$ cat src/design/ida_pkg.sv
package ida_pkg;
    // APB register map, byte addresses
    localparam logic [11:0] REG_PTR_ADDR   = 12'h000;
    localparam logic [11:0] REG_PORT_ADDR  = 12'h004;
    localparam logic [11:0] REG_CFG_ADDR   = 12'h008;
    localparam logic [11:0] REG_CLR_ADDR   = 12'h00c;
    localparam logic [11:0] WIN_BASE_ADDR  = 12'h400;
    localparam int          WIN_IDX_LSB    = 2;
    // Pointer field layout
    localparam int          LOW_BITS       = 5;
    localparam int          PTR_W          = 8;
    localparam logic [7:0]  PORT_SELF      = 8'h00;
    localparam logic [7:0]  PTR_RESET      = 8'h00;
    localparam logic [7:0]  READ_ZERO      = 8'h00;
    // Variant codes for the implemented pointer width
    localparam int          VARIANT_SMALL  = 5;
    localparam int          VARIANT_MID    = 7;
    localparam int          VARIANT_LARGE  = 8;
    localparam int          MAX_BANKS      = 8;
    localparam int          LOCS_PER_BANK  = 32;
endpackage

$ cat src/design/ida_mem.sv
`timescale 1ns/1ps
// Data memory with registered read port
module ida_mem #(
    parameter int DEPTH = 256,
    parameter int AW    = 8
) (
    input  wire logic          pclk,
    input  wire logic          we,
    input  wire logic [AW-1:0] waddr,
    input  wire logic [7:0]    wdata,
    input  wire logic [AW-1:0] raddr,
    output logic      [7:0]    rdata
);
    logic [7:0] mem [DEPTH];

    // Write and registered read; no reset on storage
    always_ff @(posedge pclk) begin
        if (we) begin
            mem[waddr] <= wdata;
        end
        rdata <= mem[raddr];
    end
endmodule

$ cat src/design/ida_ptr.sv
`timescale 1ns/1ps
// Pointer register with variant dependent implemented bits
module ida_ptr #(
    parameter int PTR_BITS = 8
) (
    input  wire logic       pclk,
    input  wire logic       presetn,
    input  wire logic       load,
    input  wire logic [7:0] load_val,
    output logic      [7:0] ptr_q
);
    // Implemented-bit mask; unimplemented bits forced to one
    localparam logic [7:0] IMPL_MASK = 8'(({8'hff} >> (8 - PTR_BITS)));
    logic [7:0] ptr_r;

    // Mask arithmetic only holds for five to eight implemented bits
    initial begin
        if (PTR_BITS < ida_pkg::VARIANT_SMALL || PTR_BITS > ida_pkg::VARIANT_LARGE) begin
            $error("ida_ptr: PTR_BITS out of range");
        end
    end

    // Load path; only implemented bits are stored, so a clear stores all zeros
    always_ff @(posedge pclk or negedge presetn) begin
        if (!presetn) begin
            ptr_r <= ida_pkg::PTR_RESET;
        end else if (load) begin
            ptr_r <= load_val & IMPL_MASK;
        end
    end

    // Unimplemented bits read as one whatever was stored
    always_comb begin
        ptr_q = ptr_r | ~IMPL_MASK;
    end
endmodule

$ cat src/design/ida_top.sv
// The register offsets and register access over APB were chosen for this implementation.
`timescale 1ns/1ps
module ida_top #(
    parameter int PTR_BITS = ida_pkg::VARIANT_LARGE
) (
    input  wire logic        pclk,
    input  wire logic        presetn,
    input  wire logic        psel,
    input  wire logic        penable,
    input  wire logic        pwrite,
    input  wire logic [11:0] paddr,
    input  wire logic [31:0] pwdata,
    output logic      [31:0] prdata,
    output logic             pready,
    output logic             pslverr
);
    localparam int AW        = PTR_BITS;

    // Only the three documented variants are served
    initial begin
        if (PTR_BITS != ida_pkg::VARIANT_SMALL && PTR_BITS != ida_pkg::VARIANT_MID &&
            PTR_BITS != ida_pkg::VARIANT_LARGE) begin
            $error("ida_top: PTR_BITS must be 5, 7 or 8");
        end
    end

    typedef enum logic [1:0] {
        IDA_IDLE,
        IDA_WAIT,
        IDA_DONE
    } ida_state_e;

    ida_state_e  state_r;
    logic [31:0] prdata_r;
    logic        pready_r;
    logic        pslverr_r;
    logic [7:0]  ptr_q;
    logic        ptr_load;
    logic [7:0]  ptr_val;
    logic        mem_we;
    logic [AW-1:0] mem_waddr;
    logic [AW-1:0] mem_raddr;
    logic [7:0]  mem_wdata;
    logic [7:0]  mem_rdata;
    logic [AW-1:0] eff_addr;
    logic        ptr_self;
    logic        acc;
    logic        is_ptr;
    logic        is_port;
    logic        is_cfg;
    logic        is_clr;
    logic        is_win;
    logic [AW-1:0] win_addr;
    logic        port_rd_r;
    logic        mapped;

    // Effective address from bank and low bits; no bank on small variant
    always_comb begin
        eff_addr = ptr_q[AW-1:0];
        ptr_self = (ptr_q[AW-1:0] == '0);
    end

    // Access decode; the window gives software direct data-memory view
    always_comb begin
        acc      = psel && penable && (state_r == IDA_IDLE);
        is_ptr   = (paddr == ida_pkg::REG_PTR_ADDR);
        is_port  = (paddr == ida_pkg::REG_PORT_ADDR);
        is_cfg   = (paddr == ida_pkg::REG_CFG_ADDR);
        is_clr   = (paddr == ida_pkg::REG_CLR_ADDR);
        // Nine-bit compare so an eight-bit variant still sees its 256 entries
        is_win   = (paddr[11:10] == ida_pkg::WIN_BASE_ADDR[11:10]) &&
                   ({1'b0, paddr[9:ida_pkg::WIN_IDX_LSB]} < 9'(1 << AW));
        win_addr = paddr[ida_pkg::WIN_IDX_LSB +: AW];
        mapped   = is_ptr || is_port || is_cfg || is_clr || is_win;
    end

    // Pointer writes: plain store, or the clear command
    always_comb begin
        ptr_load = acc && pwrite && (is_ptr || is_clr);
        ptr_val  = is_clr ? 8'h00 : pwdata[7:0];
    end

    // Port writes go to memory unless the pointer names the port itself
    always_comb begin
        mem_we    = acc && pwrite && ((is_port && !ptr_self) || is_win);
        mem_waddr = is_win ? win_addr : eff_addr;
        mem_wdata = pwdata[7:0];
        mem_raddr = is_win ? win_addr : eff_addr;
    end

    ida_ptr #(
        .PTR_BITS (PTR_BITS)
    ) i_ida_ptr (
        .pclk     (pclk),
        .presetn  (presetn),
        .load     (ptr_load),
        .load_val (ptr_val),
        .ptr_q    (ptr_q)
    );

    ida_mem #(
        .DEPTH (1 << AW),
        .AW    (AW)
    ) i_ida_mem (
        .pclk  (pclk),
        .we    (mem_we),
        .waddr (mem_waddr),
        .wdata (mem_wdata),
        .raddr (mem_raddr),
        .rdata (mem_rdata)
    );

    // Reads of memory need one wait cycle for the registered read port
    always_ff @(posedge pclk or negedge presetn) begin
        if (!presetn) begin
            state_r   <= IDA_IDLE;
            port_rd_r <= 1'b0;
        end else begin
            case (state_r)
                IDA_IDLE: begin
                    if (acc && !pwrite && (is_port || is_win)) begin
                        state_r   <= IDA_WAIT;
                        port_rd_r <= is_port && ptr_self;
                    end else if (acc) begin
                        state_r <= IDA_DONE;
                    end
                end
                IDA_WAIT: begin
                    state_r <= IDA_DONE;
                end
                IDA_DONE: begin
                    state_r <= IDA_IDLE;
                end
                default: begin
                    state_r <= IDA_IDLE;
                end
            endcase
        end
    end

    // Response registers; pready pulses in DONE
    always_ff @(posedge pclk or negedge presetn) begin
        if (!presetn) begin
            prdata_r  <= 32'h0000_0000;
            pready_r  <= 1'b0;
            pslverr_r <= 1'b0;
        end else begin
            pready_r  <= 1'b0;
            pslverr_r <= 1'b0;
            if (state_r == IDA_WAIT) begin
                pready_r <= 1'b1;
                prdata_r <= port_rd_r ? {24'h00_0000, ida_pkg::READ_ZERO}
                                      : {24'h00_0000, mem_rdata};
            end else if (state_r == IDA_IDLE && acc && !(!pwrite && (is_port || is_win))) begin
                pready_r  <= 1'b1;
                pslverr_r <= !mapped;
                // Read data only moves on a read answer; writes leave it standing
                if (!pwrite) begin
                    if (is_ptr) begin
                        prdata_r <= {24'h00_0000, ptr_q};
                    end else if (is_cfg) begin
                        prdata_r <= 32'(PTR_BITS);
                    end else begin
                        prdata_r <= 32'h0000_0000;
                    end
                end
            end
        end
    end

    always_comb begin
        prdata  = prdata_r;
        pready  = pready_r;
        pslverr = pslverr_r;
    end
endmodule

$ cat config.mk
export PLATFORM = sky130hd
export DESIGN_NAME = ida_top
export DESIGN_NICKNAME = d
export VERILOG_FILES = /design/src/design/ida_pkg.sv /design/src/design/ida_mem.sv /design/src/design/ida_ptr.sv /design/src/design/ida_top.sv
export SDC_FILE = /design/constraint.sdc
export NUM_CORES = 2
export LEC_CHECK = 0
export BUFFER_PORTS_ARGS = -buffer_cell sky130_fd_sc_hd__buf_2
export CORE_AREA = 2 2 419 421
export CTS_CLUSTER_DIAMETER = 150
export DETAILED_ROUTE_END_ITERATION = 7
export DIE_AREA = 0 0 421 423
export PLACE_DENSITY = 0.62
export SLEW_MARGIN = 10
export SYNTH_ARGS = -nofsm -noshare
export SYNTH_HDL_FRONTEND = slang
export SYNTH_HIERARCHICAL = 1
export SYNTH_SLANG_ARGS = --single-unit
export TNS_END_PERCENT = 100
$ cat constraint.sdc
create_clock -name pclk -period 3.7 [get_ports pclk]
set_input_delay 0.74 -clock pclk [delete_from_list [all_inputs] [get_ports pclk]]
set_output_delay 0.74 -clock pclk [all_outputs]
set_load 0.01 [all_outputs]
==> results.yml <==
power:
  cellLeakagePower_nw: 30.1
  powerDensity_nw_per_um2: 509
  p_total_mw: 48.4
  vdd_drop_max_v: 0.000405
clock_tree:
  cts-root-buf: "clkbuf_16"
  cts.sinks: 2077
  numCtsBuffers: 201
  clk_latency_ns: 0.86
  h-tree-depth: 4
  cts_setup_buffers: 0
  cts.path.max_buffers: 3
  cts.clk_slew.worst_paths_ns: 0.06
  cts_tree: "built"
setup_path:
  cpMostUsedCell: "buf_4"
  crit_path_max_fanout: 12
  ff2ff_path_depth: 10
  endpoint_kind: "flop"
  critPathMaxStageDelay_ns: 0.67
  worstPathRequired_ns: 4.46
  worstPathCellList: "mux2_8 -> buf_4 -> buf_12 -> mux4_2 -> nor2b_1 -> a211oi_1 -> nor3_1 -> nor4_2 -> buf_4 -> nor4_1"
  start_kind: "flop"
  arrival_ns: 4.29
  path_depth: 10
  cpMaxStageDelayCell: "nor4_2"
  cp_num_buf_inv: 3
  critical-path-top-delay-family: "simple AND/OR/NAND/NOR gates"
  worst-setup-path-type: "reg -> reg"
drt:
  wl_um: 199000
  dr.max_layer_used: "met5"
  wl_met1_um: 84100
  dr_wl_met2_um: 94300
  vias: 41400
  drtAntennaViolNets: 0
  wl_met3_um: 15600
  routedWlPerCell_um: 28.5
  dr.pass1.iters: 5
  via_per_inst: 5.91
  drc_errors: 0
  drtIter0Drc: 5122
floorplan:
  dieWidth_um: 421
  pin_count: 83
  start_util_pct: 46.7
  fp.dieH_um: 423
  die_area_um2: 178000
  rows: 153
  core-area_um2: 173000
placement:
  portBuffers: 34
  dp_hpwl_um: 127000
  post_dp_cell_area_um2: 88500
  place_ws_ns: -0.860
  routabilityCongestion: 0.839
layout:
  finish.utilization_pct: 54.9
  final_area_um2: 95100
  nFillCells: 13100
  area_growth_pct: 17.5
  final_layout_size_suffix_gt1_share_pct: 31.4
  insertedDiodeCount: 0
  ff_latch_area_um2: 62200
  multiInputGateArea_um2: 17300
  nets: 4555
min_path:
  whs_path_depth: 3
  min_path_type: "in -> reg"
grt:
  globalRouteOverflowTotal: 0
  grt_pass1_vias: 41300
  grt_pass1_wl_um: 291000
  grt_usage_pct: 22.4
  grt_max_degree: 145
  grt_antenna_before_repair: 6
yosys:
  syn-instance-count: 3860
  yosysSeqAreaShare_pct: 76.8
  synth_common_cells: "edfxtp_1 (2048), mux4_2 (454), nor2_1 (286)"
  syn_area_um2: 81000
  synth-async-reset-ratio_pct: 1.01
  synth_cell_types: 66
  synthTopCellsByArea: "edfxtp_1 (76%), mux4_2 (13%), mux2i_1 (1.7%), nor2_1 (1.3%), a22oi_1 (1.2%)"
  synth_most_common_cell: "edfxtp_1"
  synth-main-ff-cell: "edfxtp_1"
  syn_avg_cell_area_um2: 21.0
  synth_top_area_share_pct: 76.0
  ys_ff_latch: 2077
  synth_top_area_cell: "edfxtp_1"
  ys_warn_count: 6
  synth-edff-count: 2048
sta:
  rsz0062_at_grt: "no"
  slew_viol_final: 0
  tightestPinTransition_ns: 1.24
  fin_crit_sh_pct: 95.4
  fmax_ghz: 0.283
  hold_viol: 0
  fin_ws_ns: 0.169
  fin_worst_skew_ns: 0.0595
  slew-limit-headroom_pct: 17.1
  setup_viol: 0
  min_period_ns: 3.53
job:
  maxCapViolCount: 0
outcome:
  status: "complete, no violations"
## power by group
| part | switching [mW] | internal, mW | total (mW) |
|---|---|---|---|
| clock network | 8.88 | 11.6 | 20.5 |
| logic | 1.26 | 0.769 | 2.03 |
| registers | 0.0274 | 25.9 | 25.9 |
## per-layer routing
metal | global-route usage (%) | vias up
met4 | 6.79 | 2
met2 | 34.9 | 1769
met5 | 0 | -
met1 | 32.9 | 21900
li1 | - | 17400
met3 | 3.59 | 288
## cell families after synthesis
kind of cell / count (synthesis) / synth area share, %
other: 1 / 0.00463
and+or+nand+nor: 502 / 2.84
DFF: 2077 / 76.8
buffers and inverters: 265 / 2.07
muxes: 615 / 14.8
AOI/OAI and AO/OA: 399 / 3.51
xor gates and xnor gates: 1 / 0.0108
## flip-flops by register name, indices dropped and copies added, names as in the netlist
signal           cells
i_ida_mem/mem     2048
i_ida_mem/rdata      8
i_ida_ptr/ptr_q      8
prdata               8
state_r              2
port_rd_r            1
pready               1
pslverr              1
## layout make-up
class / count / area share, %
repair buffers: 682 / 6.37
well taps: 2325 / 3.06
clock buffers: 248 / 5.47
inverters: 3 / 0.0118
clock inverters: 128 / 1.51
flip-flops and latches: 2077 / 65.4
multi-input cells: 1541 / 18.2
## cell usage in the layout (no fill, tap or decap), types with 12 or more instances in the layout
cell       count
mux2i_1      134
edfxtp_1    2048
a21oi_1       96
nor4_1        25
nand3_1       29
a221oi_1      13
o22ai_1       28
o21ai_0       12
nor3_1        25
a22oi_1      133
nor2_1       283
bufinv_16     22
buf_12        75
conb_1        24
a211oi_1      16
mux4_2       454
clkinv_2      32
nor2b_1       38
clkinv_1      50
dfrtp_1       21
mux2_4        18
o221ai_1      46
buf_2         26
clkbuf_1      47
buf_4        572
nand2_1       39
clkbuf_16    201
## what timing repair did
item                                   4_1_cts  5_1_grt
hold buffers                                 1        0
endpoints found under the hold margin       21        0
setup endpoints to repair                    1        0
resized for setup                            1        0
## worst paths after layout
| path | start | endpoint | slack, ns |
|---|---|---|---|
| worst min-delay path | pwrite | state_r[1]$_DFFE_PN0P_ | 0.20 |
| worst max register to register | i_ida_ptr/ptr_q[0]$_DFFE_PN0P_ | i_ida_mem/rdata[7]$_DFF_P_ | 0.17 |
| min in group asynchronous | presetn | prdata[2]$_DFFE_PN0P_ | 0.38 |
| worst max-delay path | i_ida_ptr/ptr_q[0]$_DFFE_PN0P_ | i_ida_mem/rdata[7]$_DFF_P_ | 0.17 |
| max in group asynchronous | presetn | i_ida_ptr/ptr_q[5]$_DFFE_PN0P_ | 2.99 |
| worst min register to register | prdata[2]$_DFFE_PN0P_ | prdata[2]$_DFFE_PN0P_ | 0.51 |
## metrics by stage
step	TNS, ns	instances	hold WS [ns]
after floorplan	-97.35	3883	0.444
after global placement	-46.06	6627	0.495
after detailed placement	-52.24	6627	0.504
after CTS	0	7004	0.129
after global routing	0	7004	0.213
final	0	7004	0.204
## worst reg2reg max path, cell delays in order (launching register included)
cell	delay [ns]
dfrtp_1	0.41
mux2_8	0.34
buf_4	0.31
buf_12	0.16
mux4_2	0.50
nor2b_1	0.15
a211oi_1	0.43
nor3_1	0.21
nor4_2	0.67
buf_4	0.22
nor4_1	0.04
No activity file was read; power rests on OpenSTA's default activity.
